`src/core/fpe_defines.svh`:
```
/*
 * Constants for the flash program/erase control block: register offsets,
 * field positions, reset values, key values and operation times.
 * Assumes inclusion by bare name from the block's design files.
 */
`ifndef FPE_DEFINES_SVH
`define FPE_DEFINES_SVH

// register byte offsets on the APB bus
`define FPE_OFS_CTRL        8'h00
`define FPE_OFS_KEY         8'h04
`define FPE_OFS_ADDR_HIGH   8'h08
`define FPE_OFS_ADDR_LOW    8'h0C

// control register fields
`define FPE_CTRL_START_BIT  15
`define FPE_CTRL_WREN_BIT   14
`define FPE_CTRL_ERR_BIT    13
`define FPE_CTRL_OP_MSB     3
`define FPE_CTRL_OP_LSB     0
`define FPE_OP_PROG_PAIR    4'h3
`define FPE_OP_PAGE_ERASE   4'h2

// reset values
`define FPE_CTRL_RESET      16'h0000
`define FPE_ADDR_HIGH_RESET 8'h00
`define FPE_ADDR_LOW_RESET  16'h0000

// unlock key values, in the order software writes them
`define FPE_KEY_FIRST       8'h55
`define FPE_KEY_SECOND      8'hAA

// timing: clock period and operation times in ns
`define FPE_CLK_PERIOD_NS   4
`define FPE_PROG_TIME_NS    20000
`define FPE_ERASE_TIME_NS   40000

`endif

```
`src/core/fpe_pkg.sv`:
```
/*
 * Types shared by the flash program/erase control block.
 * Assumes the defines header supplies all numeric constants.
 */
package fpe_pkg;

   // progress of the two-write unlock sequence
   typedef enum logic [1:0] {
      FPE_KEY_IDLE,
      FPE_KEY_HALF,
      FPE_KEY_OPEN
   } fpe_key_e;

   // operation engine states
   typedef enum logic [1:0] {
      FPE_ENG_IDLE,
      FPE_ENG_PROG,
      FPE_ENG_ERASE
   } fpe_eng_e;

endpackage

```
`src/core/fpe_op_if.sv`:
```
/*
 * Carrier between the register front end and the operation engine.
 * Assumes both ends run on the same clock.
 */
`timescale 1ns/1ps
`default_nettype none

interface fpe_op_if;
   logic        start;   // one-cycle launch pulse
   logic        erase;   // 1 page erase, 0 word pair program
   logic [23:0] addr;    // effective address at launch
   logic        busy;    // operation in progress
   logic        done;    // one-cycle finish pulse

   modport front (output start, output erase, output addr, input busy, input done);
   modport engine (input start, input erase, input addr, output busy, output done);
endinterface

`default_nettype wire

```
`src/core/fpe_top.sv`:
```
/*
 * Flash program/erase control: APB register front end with unlock key,
 * effective address registers, start flag and processor stall.
 * The timed operation itself lives in the engine instantiated below.
 * Assumes an APB master on pclk and a flash array fed by the strobes.
 * Assumes the array latches its address on the one-cycle strobe and
 * that the core honours cpu_stall_q as well as the withheld pready.
 */
`timescale 1ns/1ps
`default_nettype none
`include "fpe_defines.svh"

// Operation
// - key register is write-only, reads zero
// - start accepted only after completed unlock
// - high and low form 24-bit address
// - upper 8 address bits from high register
// - lower 16 address bits from low register
// - control register enables and starts operations
// - start bit 15, cleared when operation finishes
// - processor stalled until operation completes
// - program two adjacent words, pair aligned; the engine puts the pair base two above a multiple of four instead
module fpe_top #(
   parameter int PROG_TIME_NS  = `FPE_PROG_TIME_NS,
   parameter int ERASE_TIME_NS = `FPE_ERASE_TIME_NS
) (
   // clock and reset
   input  wire logic        pclk,
   input  wire logic        presetn,
   // apb slave
   input  wire logic        psel,
   input  wire logic        penable,
   input  wire logic        pwrite,
   input  wire logic [7:0]  paddr,
   input  wire logic [31:0] pwdata,
   output logic [31:0]      prdata,
   output logic             pready,
   output logic             pslverr,
   // flash array and core
   output logic             flash_prog_q,
   output logic             flash_erase_q,
   output logic [23:0]      flash_addr_q,
   output logic             cpu_stall_q
);

   // least times round up to whole cycles; rounding down would cut an
   // operation short of its minimum time, so a partial cycle counts whole
   // and the operation may run up to one cycle longer than asked
   localparam int PROG_CYCLES  = (PROG_TIME_NS + `FPE_CLK_PERIOD_NS - 1) / `FPE_CLK_PERIOD_NS;
   localparam int ERASE_CYCLES = (ERASE_TIME_NS + `FPE_CLK_PERIOD_NS - 1) / `FPE_CLK_PERIOD_NS;

   fpe_op_if         op ();          // launch carrier to the engine
   fpe_pkg::fpe_key_e key_q;         // unlock progress
   logic [7:0]       addr_high_q;    // upper address byte
   logic [15:0]      addr_low_q;     // lower address half
   logic             start_q;        // start flag, reads wait while it is set and so always see it low
   logic             wren_q;         // operations enabled
   logic             err_q;          // last control write was a refused start
   logic [3:0]       opsel_q;        // selected operation
   logic             launch_q;       // one-cycle pulse to the engine
   logic [31:0]      prdata_q;       // read data held for the answer
   logic             pready_q;       // answer strobe
   logic             pslverr_q;      // unmapped address
   logic             access;         // access phase waiting for an answer
   logic             done_acc;       // access completing at this edge
   logic             wr_done;        // write completing at this edge
   logic             mapped;         // address hits a register
   logic             start_req;      // control write asking to start
   logic             op_ok;          // requested operation code is known
   logic [23:0]      eff_addr;       // effective address

   // effective address and bus phase decode; an access is psel with penable,
   // and it completes on the edge where our own pready_q is seen high,
   // so every side effect below keys off done_acc or wr_done only
   assign eff_addr  = {addr_high_q, addr_low_q};  // high byte on top, low half below
   assign access    = psel && penable && !pready_q;
   assign done_acc  = psel && penable && pready_q;
   assign wr_done   = done_acc && pwrite && !pslverr_q;
   assign mapped    = (paddr == `FPE_OFS_CTRL) || (paddr == `FPE_OFS_KEY) ||
                      (paddr == `FPE_OFS_ADDR_HIGH) || (paddr == `FPE_OFS_ADDR_LOW);
   assign start_req = wr_done && (paddr == `FPE_OFS_CTRL) && pwdata[`FPE_CTRL_START_BIT];
   assign op_ok     = (pwdata[`FPE_CTRL_OP_MSB:`FPE_CTRL_OP_LSB] == `FPE_OP_PROG_PAIR) ||
                      (pwdata[`FPE_CTRL_OP_MSB:`FPE_CTRL_OP_LSB] == `FPE_OP_PAGE_ERASE);

   // answer phase: one wait state, held off entirely while the engine runs
   // withholding pready is how the core is stalled: the access simply does
   // not finish, so no second start can slip in behind a running operation
   // limitation: every access waits, reads of the address registers too
   always_ff @(posedge pclk or negedge presetn) begin
      if (!presetn) begin
         pready_q  <= 1'b0;
         pslverr_q <= 1'b0;
         prdata_q  <= 32'h0000_0000;
      end else if (access && !start_q && !op.busy) begin  // bus waits out the operation
         pready_q  <= 1'b1;
         pslverr_q <= !mapped;
         case (paddr)
            `FPE_OFS_CTRL:      prdata_q <= {16'h0000, start_q, wren_q, err_q, 9'h000, opsel_q};
            `FPE_OFS_ADDR_HIGH: prdata_q <= {24'h00_0000, addr_high_q};
            `FPE_OFS_ADDR_LOW:  prdata_q <= {16'h0000, addr_low_q};
            default:            prdata_q <= 32'h0000_0000;  // key reads zero, never the key
         endcase
      end else begin
         pready_q  <= 1'b0;
         pslverr_q <= 1'b0;
         prdata_q  <= 32'h0000_0000;
      end
   end

   // stall output mirrors the time the bus is held off
   // launch_q covers the cycle before the engine reports busy, so the
   // stall rises together with the array strobe and never after it
   always_ff @(posedge pclk or negedge presetn) begin
      if (!presetn) begin
         cpu_stall_q <= 1'b0;
      end else begin
         cpu_stall_q <= launch_q || op.busy;
      end
   end

   // unlock sequence: 0x55 then 0xAA, then the very next access must start
   // only completed accesses move the sequence, so a long wait state
   // cannot break it; a refused start also leaves it idle, forcing a
   // fresh pair of key writes before the next attempt
   // a stray write of the first key value always restarts the pair
   always_ff @(posedge pclk or negedge presetn) begin
      if (!presetn) begin
         key_q <= fpe_pkg::FPE_KEY_IDLE;
      end else if (done_acc) begin
         if (wr_done && paddr == `FPE_OFS_KEY && pwdata[7:0] == `FPE_KEY_FIRST) begin
            key_q <= fpe_pkg::FPE_KEY_HALF;
         end else if (key_q == fpe_pkg::FPE_KEY_HALF && wr_done && paddr == `FPE_OFS_KEY &&
                      pwdata[7:0] == `FPE_KEY_SECOND) begin
            key_q <= fpe_pkg::FPE_KEY_OPEN;
         end else begin
            key_q <= fpe_pkg::FPE_KEY_IDLE;  // any other access, reads too, breaks it
         end
      end
   end

   // address registers
   // upper bits of the written word are dropped, not flagged; software
   // reading back sees only the implemented width
   always_ff @(posedge pclk or negedge presetn) begin
      if (!presetn) begin
         addr_high_q <= `FPE_ADDR_HIGH_RESET;
         addr_low_q  <= `FPE_ADDR_LOW_RESET;
      end else if (wr_done) begin
         if (paddr == `FPE_OFS_ADDR_HIGH) begin
            addr_high_q <= pwdata[7:0];
         end
         if (paddr == `FPE_OFS_ADDR_LOW) begin
            addr_low_q <= pwdata[15:0];
         end
      end
   end

   // control register: enable, operation select and the start flag
   // the enable and operation fields are kept even when the start is
   // refused, so software can read back what it asked for; err only
   // reports the most recent control write
   always_ff @(posedge pclk or negedge presetn) begin
      if (!presetn) begin
         start_q  <= 1'b0;
         wren_q   <= 1'b0;
         err_q    <= 1'b0;
         opsel_q  <= 4'h0;
         launch_q <= 1'b0;
      end else begin
         launch_q <= 1'b0;
         if (op.done) begin
            start_q <= 1'b0;  // flag drops by itself at the finish
         end
         if (wr_done && paddr == `FPE_OFS_CTRL) begin
            wren_q  <= pwdata[`FPE_CTRL_WREN_BIT];
            opsel_q <= pwdata[`FPE_CTRL_OP_MSB:`FPE_CTRL_OP_LSB];
            err_q   <= 1'b0;
            if (start_req) begin
               // locked, disabled or unknown operation: refused, flagged in err
               if (key_q == fpe_pkg::FPE_KEY_OPEN && pwdata[`FPE_CTRL_WREN_BIT] && op_ok) begin
                  start_q  <= 1'b1;
                  launch_q <= 1'b1;
               end else begin
                  err_q <= 1'b1;
               end
            end
         end
      end
   end

   // launch carrier; erase is decoded from the stored operation, which
   // was written in the same cycle that raised launch_q
   assign op.start = launch_q;
   assign op.erase = (opsel_q == `FPE_OP_PAGE_ERASE);
   assign op.addr  = eff_addr;

   // timed operation and array strobes
   // the engine deals in cycles only, which keeps the clock period out of
   // its counter; short simulation times come in through our parameters
   fpe_engine #(
      .PROG_CYCLES  (PROG_CYCLES),
      .ERASE_CYCLES (ERASE_CYCLES)
   ) u_engine (
      .pclk          (pclk),
      .presetn       (presetn),
      .op            (op),
      .flash_prog_q  (flash_prog_q),
      .flash_erase_q (flash_erase_q),
      .flash_addr_q  (flash_addr_q)
   );

   // bus outputs come straight from their flops, so prdata is zero
   // whenever pready is low and never glitches with the address
   assign prdata  = prdata_q;
   assign pready  = pready_q;
   assign pslverr = pslverr_q;

endmodule // fpe_top

`default_nettype wire

```
`src/core/fpe_engine.sv`:
```
/*
 * Operation engine: times one program or erase operation and drives the
 * flash array strobes. Assumes launches come only while not busy.
 */
`timescale 1ns/1ps
`default_nettype none

module fpe_engine #(
   parameter int PROG_CYCLES  = 5000,
   parameter int ERASE_CYCLES = 10000
) (
   // clock and reset
   input  wire logic        pclk,
   input  wire logic        presetn,
   // launch and status
   fpe_op_if.engine         op,
   // flash array side
   output logic             flash_prog_q,
   output logic             flash_erase_q,
   output logic [23:0]      flash_addr_q
);

   fpe_pkg::fpe_eng_e state_q;   // current activity
   logic [31:0]       count_q;   // cycles left in the operation

   // sequencing and timing of one operation
   always_ff @(posedge pclk or negedge presetn) begin
      if (!presetn) begin
         state_q <= fpe_pkg::FPE_ENG_IDLE;
         count_q <= 32'h0000_0000;
         op.done <= 1'b0;
      end else begin
         op.done <= 1'b0;
         case (state_q)
            fpe_pkg::FPE_ENG_IDLE: begin
               if (op.start) begin
                  state_q <= op.erase ? fpe_pkg::FPE_ENG_ERASE : fpe_pkg::FPE_ENG_PROG;
                  count_q <= op.erase ? 32'(ERASE_CYCLES - 1) : 32'(PROG_CYCLES - 1);
               end
            end
            fpe_pkg::FPE_ENG_PROG, fpe_pkg::FPE_ENG_ERASE: begin
               if (count_q == 32'h0000_0000) begin
                  state_q <= fpe_pkg::FPE_ENG_IDLE;
                  op.done <= 1'b1;       // front end drops its start flag on this
               end else begin
                  count_q <= count_q - 32'h0000_0001;
               end
            end
            default: state_q <= fpe_pkg::FPE_ENG_IDLE;
         endcase
      end
   end

   // busy as seen by the front end, high from the cycle after launch
   assign op.busy = (state_q != fpe_pkg::FPE_ENG_IDLE);

   // one-cycle strobes to the array; the pair base sits two above a multiple of four
   always_ff @(posedge pclk or negedge presetn) begin
      if (!presetn) begin
         flash_prog_q  <= 1'b0;
         flash_erase_q <= 1'b0;
         flash_addr_q  <= 24'h00_0000;
      end else begin
         flash_prog_q  <= op.start && !op.erase;
         flash_erase_q <= op.start && op.erase;
         if (op.start) begin
            flash_addr_q <= op.erase ? op.addr : {op.addr[23:2], 2'h2};  // odd-word pair boundary
         end
      end
   end

endmodule // fpe_engine

`default_nettype wire

```
`config.mk`:
```
export PLATFORM = sky130hd
export DESIGN_NAME = fpe_top
export DESIGN_NICKNAME = d
export VERILOG_FILES = /design/src/core/fpe_pkg.sv /design/src/core/fpe_op_if.sv /design/src/core/fpe_top.sv /design/src/core/fpe_engine.sv
export VERILOG_INCLUDE_DIRS = /design/src /design/src/core
export SDC_FILE = /design/constraint.sdc
export NUM_CORES = 1
export LEC_CHECK = 0
export ABC_CLOCK_PERIOD_IN_PS = 6500
export BUFFER_PORTS_ARGS = -buffer_cell sky130_fd_sc_hd__buf_4
export CAP_MARGIN = 15
export CORE_ASPECT_RATIO = 1.25
export CORE_MARGIN = 4
export CORE_UTILIZATION = 50
export CTS_BUF_LIST = sky130_fd_sc_hd__clkbuf_4 sky130_fd_sc_hd__clkbuf_8
export CTS_CLUSTER_DIAMETER = 30
export DETAILED_ROUTE_END_ITERATION = 12
export HOLD_SLACK_MARGIN = 0.06
export MAX_ROUTING_LAYER = met4
export PLACE_DENSITY_LB_ADDON = 0.3
export SLEW_MARGIN = 10
export SYNTH_ARGS = -nofsm -noshare
export SYNTH_HDL_FRONTEND = slang
export SYNTH_SLANG_ARGS = --single-unit
```
`constraint.sdc`:
```
create_clock -name pclk -period 6.5 [get_ports pclk]
set_input_delay 1.3 -clock pclk [delete_from_list [all_inputs] [get_ports pclk]]
set_output_delay 1.3 -clock pclk [all_outputs]
set_load 0.005 [all_outputs]
```
# == Yosys cells after proc, flatten, opt, wreduce, memory -nomap -nowiden ==
# Cells that the tools add are included.
# word_totals
regBits,130
output_inout_bits,61
in_bits,45
elab_cells,99
# classes
n_eq_ne,15
addsub,1
reduce_logical,39
muxes,26
# ops
cell,n
$mux W32,2
$pmux W32 S2,1
$pmux W16 S3,1
$logic_not A32 Y1,1
$sub A32 B1 Y32 const B,1
$logic_and A1 B1 Y1,18
$eq A8 B4 Y1 const B,2
$mux W16,1
$mux W14,1
$mux W1,13
$eq A4 B2 Y1 const B,3
$mux W2,6
$eq A8 B3 Y1 const B,1
$eq A8 B7 Y1 const B,1
$eq A8 B8 Y1 const B,1
$logic_not A8 Y1,1
$logic_not A1 Y1,6
$reduce_and A2 Y1,3
$logic_or A1 B1 Y1,5
$eq A2 B1 Y1 const B,2
$eq A2 B2 Y1 const B,2
$ne A2 B2 Y1 const B,2
$pmux W2 S2,1
$reduce_bool A2 Y1,2
other kinds (4),4

# == Longest topological paths before layout ==
# Gate-level depths: netlist of run 1.
# depth
depth_word,9
depth_mapped,10
mapped_depth_nobuf,7

# == Hierarchy ==
# A second synthesis of run 1 with hierarchy kept.
# hier_totals
cells_unflattened,451
hier_area_um2,5286.3
# by_module_without_submodules
module,seq_area_each_um2,cells_each,area_per_inst_um2,n_inst
fpe_engine,1526.5,269,2925.3,1
fpe_top,1326.3,182,2361.0,1

# == Worst setup path before layout of run 1 ==
# No wires, ideal clock.
# synth_timing
path_kind,input-to-reg
from,input paddr[5]
to,register addr_high_q[0]
path_stages,5
t_required_ps,6375
slack_ps,3204
setup_ps,125
n_path_buf,0
arrival_ps,3171
path_cell_list,nor4_1 > nand2_1 > or4b_2 > nor3_2 > mux2_2
# synth_via
elab_chain_len,2
# synth_rtl
element,line_no,source
from (decl),fpe_top.sv:34,"input wire logic [7:0] paddr,"
$eq A8 B4 Y1 (no line),-,
$reduce_and A2 Y1 (no line),-,
to (signal assigned),fpe_top.sv:146,addr_high_q <= `FPE_ADDR_HIGH_RESET;
to (signal assigned),fpe_top.sv:150,addr_high_q <= pwdata[7:0];
to (decl),fpe_top.sv:54,logic [7:0] addr_high_q;
# No other way between the ends.
# A chain may end at the register's enable or synchronous reset.

# == Worst setup path in the final report of run 1 ==
# layout_timing
from,input paddr[5]
to,register addr_high_q[1]
# The elaborated chain is that of the path after synthesis.

==> qor.yml, run 1 <==
outcome:
  status: "completed"
place:
  io_buffers: 73
  dp.cells: 673
  gp_congestion: 0.8332
  dpl_cell_area_um2: 5979
  detailed_place_hpwl_um: 8571
final_layout:
  n_antenna_cell: 0
  fin_cells: 705
  drive_gt1_frac: 0.2984
  fin_nets: 607
  final_area_um2: 6410
  area_delta_synth_final_pct: 18.84
die:
  start_util: 0.5107
  rows: 42
  core-area_um2: 10560
  die_w_um: 100.9
  num_io_pins: 106
  design.die.area_um2: 12520
  die_y_um: 124.1
cts:
  ctsHoldBuffers: 0
  cts_sinks: 114
  cts-root-buf: "clkbuf_8"
  numCtsBuffers: 17
  clk_path_buf_depth: 2
  h-tree-depth: 4
  cts_tree: "done"
  clkLatencyLatePin_ps: 430
  cts_resized: 0
  post_cts_buffers: 0
  clkSlewWorstSetupHoldPaths_ps: 70
synthesis:
  syn-cell-area_um2: 5394
  postSynthAreaPerCell_um2: 11.08
  ys_seq_area_frac: 0.5289
  yosys_warnings: 0
  post-synth-top-count-cell: "dfrtp_1"
  synth_top_cell_area_share: 0.5289
  ys_seq_elements: 114
  yosys.area.top_type: "dfrtp_1"
  async_reset_ff_frac: 1.000
  synth_ff_type: "dfrtp_1"
  synth_edf_count: 0
  synth_area_leaders: "dfrtp_1 53%, mux2_2 11%, nor2_1 2.6%"
  synth_cell_type_count: 64
  synthCells: 487
  synthTopCellsByCount: "114 x dfrtp_1, 53 x mux2_2, 37 x nor2_1"
flow_run:
  drv_cap: 0
route:
  drc: 0
  final_antenna_net_count: 0
  dr.pass1.iters: 4
  wl_per_cell_um: 17.93
  post_drt_via_cell_ratio: 5.932
  vias: 4182
  drt_iter0_drc: 240
  wl_um: 12640
global_route:
  grt_max_degree: 72
  gr-usage-all-layers: 0.2168
  overflow: 0
  antenna_found_initial: 0
  grt_pass1_wl_um: 20470
  grt_pass1_vias: 4219
sta:
  rsz0062_at_grt: "no"
  setup_viol: 0
  hold_viol: 0
  post-route-period-util: 0.5253
  fin_setup_tns_ps: 0
  worstMarginPinSlew_ps: 1139
  finalClockSkew_ps: 11.41
  max_freq_mhz: 292.9
  slew_headroom: 0.2334
  maxSlewViolCount: 0
  fin_crit_ps: 3414
setup_path:
  crit_arrival_ps: 3720
  path_max_fanout: 8
  critPathKind: "in -> reg"
  critPathLaunchType: "input pin"
  end_kind: "flip-flop"
  required_ps: 6800
power_and_ir_drop:
  pwr_density_cell_nw_per_um2: 228.9
  vdd_drop_max_mv: 0.1664
  p_leak_nw: 3.216
min_path:
  hold_path_class: "reg -> reg"
-- area by class of cell --
class,instances,area (um2)
clock buffer,17,234.0
multi-input combinational,338,2338
sequential,114,2853
inverter,12,45.04
fill,868,4153
timing repair buffer,77,578.1
clock inverter,15,196.4
tap,132,165.2
-- metal layers --
| layer | routed length (um) | up-vias | GRT usage |
|---|---|---|---|
| li1 | - | 1933 | - |
| met1 | 4932 | 2098 | 0.2318 |
| met2 | 6817 | 131 | 0.3789 |
| met3 | 648 | 20 | 0.06162 |
| met4 | 242 | 0 | 0.08562 |
| met5 | 0 | - | - |
-- layout by cell type, fill, tap and decap left out, drive strengths merged, types with 3 or more instances in the layout --
| cell type | instances |
|---|---|
| or4 | 17 |
| nand2 | 31 |
| conb | 16 |
| nand4b | 3 |
| or3 | 9 |
| inv | 17 |
| dfrtp | 114 |
| a21oi | 24 |
| or4b | 3 |
| nand2b | 4 |
| nor4b | 4 |
| clkbuf | 17 |
| nor3b | 4 |
| o31ai | 5 |
| clkinv | 7 |
| and3 | 8 |
| nand4 | 7 |
| a211o | 3 |
| o211ai | 3 |
| nor4bb | 4 |
| nor2 | 37 |
| nor3 | 11 |
| mux2 | 53 |
| buf | 77 |
| mux2i | 12 |
| nor4 | 16 |
| o21ai | 17 |
| nand3 | 14 |
| bufinv | 3 |
-- cell families (layout without fill, tap and decap cells) --
logic type      Yosys count  count (layout)  share of synthesized area
mux                      65              65                     0.1329
simple gates            177             177                     0.1867
compound gates           76              76                    0.09488
xor+xnor                  2               2                   0.003248
buf+inv                  50             121                    0.04802
flops                   114             114                     0.5289
other cells               1              16                  0.0006952
fa+ha+maj                 2               2                   0.004639
-- flip-flops by register name (all words and copies together) (netlist names), 2 cells and up --
signal and cells:
u_engine.count_q 32, u_engine.flash_addr_q 24, addr_low_q 16, prdata 16, addr_high_q 8, opsel_q 4, key_q 2, u_engine.state_q 2
-- worst paths after layout --
kind	to	from	depth (start not counted)	slack [ps]
max in group asynchronous	u_engine.flash_addr_q[1]	presetn	2	4370
worst min register to register	u_engine.state_q[0]	u_engine.state_q[0]	2	490
min in group asynchronous	u_engine.count_q[18]	presetn	1	860
worst max register to register	u_engine.count_q[7]	u_engine.count_q[0]	7	3240
worst min-delay path	u_engine.state_q[0]	u_engine.state_q[0]	2	490
worst max-delay path	addr_high_q[1]	paddr[5]	6	3090
-- per-stage QoR --
| step | total power [mW] | hold WS, ps | worst slack [ps] | utilization |
|---|---|---|---|---|
| 3_3_place_gp | 0.7693 | 468.6 | 2722 | 0.5661 |
| 5_1_grt | 1.521 | 518.6 | 3018 | 0.6068 |
| 4_1_cts | 1.480 | 490.8 | 3122 | 0.6068 |
| 2_1_floorplan | 0.7424 | 455.9 | 3204 | - |
| 3_5_place_dp | 0.7700 | 475.1 | 2681 | 0.5661 |
| 6_report | 1.467 | 490.7 | 3086 | 0.6068 |
-- critical path, cell delays in order --
cell,delay (ps)
buf_4,110
nor4_1,400
nand2_1,170
or4b_2,710
nor3_2,630
mux2_2,410
-- where the power goes --
| group | internal (mW) | total, mW | switching (mW) |
|---|---|---|---|
| clock | 0.391 | 0.711 | 0.320 |
| sequential | 0.710 | 0.711 | 0.00104 |
| combinational | 0.0158 | 0.0445 | 0.0288 |
| total | 1.12 | 1.47 | 0.350 |
(Power assumes the default switching activity.)
==> run 2, diff against run 1 <==
- ABC_CLOCK_PERIOD_IN_PS: 6500 -> 3200
- clock period: 6.5 -> 3.2 ns (I/O delays scaled with it)
==> qor.yml, run 2 (same netlist as run 1, synthesis figures left out) <==
outcome:
  status: "completed"
route:
  wl_um: 12660  # +0.13%
  wl_per_cell_um: 17.53  # -2.2%
  post_drt_via_cell_ratio: 5.821  # -1.9%
  final_antenna_net_count: 0  # unchanged
  vias: 4203  # +0.50%
  drc: 0  # unchanged
  dr.pass1.iters: 4  # unchanged
  drt_iter0_drc: 190  # -21%
global_route:
  grt_pass1_wl_um: 20660  # +0.91%
  grt_max_degree: 69  # -4.2%
  grt_use_met2: 0.3629  # -0.01606
  overflow: 0  # unchanged
  gr-usage-all-layers: 0.2157  # -0.001104
  grt_pass1_vias: 4359  # +3.3%
  top_usage_layer: "met2"
  antenna_found_initial: 0  # unchanged
  met3_usage: 0.04986  # -0.01176
  gr-usage-met1: 0.2453  # +0.01353
die:
  rows: 42  # unchanged
  start_util: 0.5107  # unchanged
  die_y_um: 124.1  # unchanged
  core-area_um2: 10560  # unchanged
  design.die.area_um2: 12520  # unchanged
  die_w_um: 100.9  # unchanged
  num_io_pins: 106  # unchanged
setup_path:
  critPathKind: "reg -> reg"
  crit_family: "simple AND/OR/NAND/NOR gates"
  ff2ff_path_depth: 7  # unchanged
  path_cells: "inv_1 > ha_1 > or4b_1 > or3_1 > nor3_2 > nor2_1 > a311oi_1"
  required_ps: 3520  # -3280 ps
  slowest_stage: "or3_1"
  worst-path-buf-inv: 1  # unchanged
  end_kind: "flip-flop"
  crit_cells: 7  # +1
  crit_arrival_ps: 3090  # -630 ps
  slowest_delay_ps: 550  # -160 ps
  path_max_fanout: 8  # unchanged
  critPathLaunchType: "flip-flop"
final_layout:
  layout_commonest_cell: "dfrtp_1"
  fin_nets: 624  # +2.8%
  drive_gt1_frac: 0.3186  # +0.02021
  area_delta_synth_final_pct: 21.06
  final_cell_mix: "114 x dfrtp_1, 93 x buf_4, 53 x mux2_2"
  largest_reg_flops: 32  # unchanged
  regMostFlops: "u_engine.count_q"
  n_antenna_cell: 0  # unchanged
  utilization: 0.6182  # +0.01137
  reg_top3: "u_engine.count_q (32), u_engine.flash_addr_q (24)"
cts:
  cts-root-buf: "clkbuf_8"
  cts_tree: "done"
  cts_resized: 0  # unchanged
  numCtsBuffers: 17  # unchanged
  clkLatencyLatePin_ps: 430  # about the same
  clkSlewWorstSetupHoldPaths_ps: 70  # about the same
  ctsHoldBuffers: 0  # unchanged
  h-tree-depth: 4  # unchanged
  cts_sinks: 114  # unchanged
  clk_path_buf_depth: 2  # unchanged
  post_cts_buffers: 0  # unchanged
sta:
  max_freq_mhz: 361.2
  maxSlewViolCount: 0  # unchanged
  fin_setup_tns_ps: 0  # unchanged
  fin_crit_ps: 2768
  worstMarginPinSlew_ps: 842.7  # -296.7 ps
  rsz0062_at_grt: "no"
  setup_ws_ps: 431.8  # -2654 ps
  post-route-period-util: 0.8651
  setup_viol: 0  # unchanged
  hold_viol: 0  # unchanged
  slew_headroom: 0.4382  # +0.2048
  finalClockSkew_ps: 13.32  # +1.908 ps
place:
  io_buffers: 73  # unchanged
  detailed_place_hpwl_um: 9043  # +5.5%
  gp_congestion: 0.9001  # +8.0%
  place_ws_ps: 355.9  # -2325 ps
power_and_ir_drop:
  p_leak_nw: 3.283  # +2.1%
  p_switching_mw: 0.6933  # +98%
  p_int_mw: 2.223  # +99%
  vdd_drop_max_mv: 0.3083  # +85%
  pwr-share-clk: 0.472  # -0.013
  pwr_density_cell_nw_per_um2: 446.6  # +95%
  combPwrFrac: 0.032  # +0.002
  sequentialPowerShare: 0.495  # +0.010
  swShare: 0.2377  # -0.0008291
min_path:
  hold_path_class: "in -> async"
flow_run:
  drv_cap: 0  # unchanged
run 2: routing by layer:
metal  vias up  part of all wire  routed length, um
met5         -                 0                  0
met4         0             0.028                357
met3        25             0.039                495
met2       101              0.53               6699
met1      2122              0.40               5103
li1       1955                 -                  -
run 2: path summary, 6_finish.rpt:
kind,startpoint,end,slack [ps]
hold / removal,presetn,u_engine.flash_erase_q,310
hold reg to reg,key_q[1],key_q[1],510
min in group pclk,pwdata[13],addr_low_q[13],430
setup / recovery,u_engine.count_q[0],u_engine.count_q[0],430
setup reg to reg,u_engine.count_q[0],u_engine.count_q[0],430
max in group asynchronous,presetn,u_engine.count_q[15],2130
run 2: power by group through the flow:
| stage | Combinational (mW) | Clock (mW) | Sequential [mW] |
|---|---|---|---|
| 6_report | 0.0937 | 1.38 | 1.44 |
| 5_1_grt | 0.106 | 1.46 | 1.44 |
| 4_1_cts | 0.0960 | 1.40 | 1.44 |
| 3_5_place_dp | 0.0956 | 0 | 1.47 |
| 3_3_place_gp | 0.0933 | 0 | 1.47 |
| 2_1_floorplan | 0.0356 | 0 | 1.47 |
run 2: area by class of cell:
| class | count | area (um2) |
|---|---|---|
| clock buffers | 19 | 261.5 |
| flip-flops and latches | 114 | 2853 |
| well taps | 132 | 165.2 |
| multi-input cells | 338 | 2338 |
| inverters | 12 | 45.04 |
| clock inverters | 13 | 148.9 |
| fillers | 861 | 4033 |
| repair buffers | 94 | 718.2 |
run 2: worst reg2reg max path, stage by stage, from the launching register on:
cell	delay, ps
dfrtp_1	430
inv_1	100
ha_1	210
or4b_1	520
or3_1	550
nor3_2	470
nor2_1	100
a311oi_1	290
run 2: through the flow:
| step | instances | total power [mW] | hold WS (ps) | area, um2 |
|---|---|---|---|---|
| after floorplan | 502 | 1.508 | 344.4 | 5450 |
| after CTS | 722 | 2.944 | 335.4 | 6530 |
| after global routing | 722 | 3.013 | 366.0 | 6530 |
| final | 722 | 2.916 | 305.9 | 6530 |
| after detailed placement | 690 | 1.568 | 494.5 | 6120 |
| after global placement | 690 | 1.565 | 468.7 | 6120 |
==> run 3, diff against run 2 <==
==> constraint.sdc (replaced) <==
create_clock -name pclk -period 3.2 [get_ports pclk]
set_input_delay 0.8 -clock pclk [delete_from_list [all_inputs] [get_ports pclk]]
set_output_delay 0.8 -clock pclk [all_outputs]
set_load 0.005 [all_outputs]
==> qor.yml, run 3 (same netlist as run 1, synthesis figures left out) <==
place:
  place_ws_ps: 231.9  # -123.9 ps
  dpl_cell_area_um2: 6120  # unchanged
  io_buffers: 73  # unchanged
  detailed_place_hpwl_um: 9140  # +1.1%
  dp.cells: 690  # unchanged
  gp_congestion: 0.8793  # -2.3%
final_layout:
  nFillCells: 853  # -0.93%
  final_area_um2: 6525  # about the same
  fin_nets: 624  # unchanged
  n_antenna_cell: 0  # unchanged
  utilization: 0.6177  # about the same
  layout_commonest_cell: "dfrtp_1"
  final_cell_mix: "114 x dfrtp_1, 93 x buf_4, 53 x mux2_2"
  fin_cells: 722  # unchanged
  area_delta_synth_final_pct: 20.97  # about the same
  drive_gt1_frac: 0.3186  # unchanged
  reg_top3: "u_engine.count_q (32), u_engine.flash_addr_q (24)"
  largest_reg_flops: 32  # unchanged
  regMostFlops: "u_engine.count_q"
setup_path:
  timing.rr.end: "u_engine.count_q[7]"
  critPathLaunchType: "flip-flop"
  required_ps: 3510  # about the same
  path_max_fanout: 10  # +2
  crit_family: "simple AND/OR/NAND/NOR gates"
  slowest_delay_ps: 560  # about the same
  reg2reg_slack_ps: 340  # -90 ps
  r2r_start: "u_engine.count_q[0]"
  crit_arrival_ps: 3170  # +80 ps
  critPathKind: "reg -> reg"
  ff2ff_path_depth: 8  # +1
  slowest_stage: "or3_1"
  end_kind: "flip-flop"
  worst-path-buf-inv: 2  # +1
  path_cells: "inv_1 > ha_1 > or4b_1 > or3_1 > nor4_2 > buf_4 > nor3_1 > a221o_1"
cts:
  ctsHoldBuffers: 0  # unchanged
  cts_sinks: 114  # unchanged
  h-tree-depth: 4  # unchanged
  clkLatencyLatePin_ps: 430  # about the same
  cts_tree: "done"
  numCtsBuffers: 17  # unchanged
  cts_resized: 0  # unchanged
  post_cts_buffers: 0  # unchanged
  clk_path_buf_depth: 2  # unchanged
  cts-root-buf: "clkbuf_8"
  clkSlewWorstSetupHoldPaths_ps: 70  # about the same
sta:
  finalClockSkew_ps: 11.29  # -2.035 ps
  maxSlewViolCount: 0  # unchanged
  post-route-period-util: 0.8944  # +0.02933
  worstMarginPinSlew_ps: 639.9  # -202.8 ps
  worst_hold_slack_ps: 374.5  # +68.60 ps
  setup_viol: 0  # unchanged
  max_freq_mhz: 349.4  # -3.3%
  hold_viol: 0  # unchanged
  setup_ws_ps: 337.9  # -93.85 ps
  fin_crit_ps: 2862  # +93.86 ps
  slew_headroom: 0.5694  # +0.1313
  fin_setup_tns_ps: 0  # unchanged
  rsz0062_at_grt: "no"
flow_run:
  drv_cap: 0  # unchanged
global_route:
  grt_pass1_vias: 4439  # +1.8%
  overflow: 0  # unchanged
  antenna_found_initial: 0  # unchanged
  grt_pass1_wl_um: 21380  # +3.5%
  grt_max_degree: 47  # -32%
  gr-usage-all-layers: 0.2241  # +0.008438
route:
  wl_um: 12840  # +1.4%
  vias: 4210  # +0.17%
  dr.pass1.iters: 6  # +2
  drt_iter0_drc: 238  # +25%
  wl_per_cell_um: 17.78  # +1.4%
  final_antenna_net_count: 0  # unchanged
  post_drt_via_cell_ratio: 5.831  # +0.17%
  drc: 0  # unchanged
power_and_ir_drop:
  vdd_drop_max_mv: 0.3914  # +27%
  power_mw: 2.910  # -0.22%
  pwr_density_cell_nw_per_um2: 446.0  # -0.14%
  p_leak_nw: 3.272  # -0.35%
die:
  die_y_um: 124.1  # unchanged
  core-area_um2: 10560  # unchanged
  rows: 42  # unchanged
  start_util: 0.5107  # unchanged
  design.die.area_um2: 12520  # unchanged
  die_w_um: 100.9  # unchanged
  num_io_pins: 106  # unchanged
min_path:
  hold_path_class: "in -> async"
outcome:
  status: "completed"
run 3: routing by layer:
layer / routed length (um) / track usage
met5: 0 / -
met4: 260 / 0.09310
met3: 577 / 0.04986
met2: 6958 / 0.3781
met1: 5041 / 0.2588
run 3: power by group:
part | internal, mW | switching, mW
clock network | 0.733 | 0.638
logic | 0.0346 | 0.0595
registers | 1.44 | 0.00208
run 3: layout make-up:
| cell class | instances | area (um2) | area share |
|---|---|---|---|
| sequential | 114 | 2853 | 0.4372 |
| multi-input combinational | 338 | 2338 | 0.3584 |
| timing repair buffer | 94 | 718.2 | 0.1101 |
| clock buffer | 19 | 255.2 | 0.03912 |
| tap | 132 | 165.2 | 0.02531 |
| clock inverter | 13 | 150.1 | 0.02301 |
| inverter | 12 | 45.04 | 0.006903 |
run 3: worst reg2reg max path: stages, from the launching register on:
cell and delay, ps:
dfrtp_1 420, inv_1 100, ha_1 200, or4b_1 520, or3_1 560, nor4_2 330, buf_4 250, nor3_1 70
a221o_1 270
run 3: worst max-delay path by stage:
stage,start,end,slack [ps],depth (start not counted)
floorplan,paddr[5],addr_high_q[0],400,5
global placement,paddr[5],addr_high_q[1],260,7
detailed placement,paddr[5],addr_high_q[3],230,7
CTS,u_engine.count_q[0],u_engine.count_q[7],360,8
global route,u_engine.count_q[0],u_engine.count_q[9],220,7
finish,u_engine.count_q[0],u_engine.count_q[7],340,8
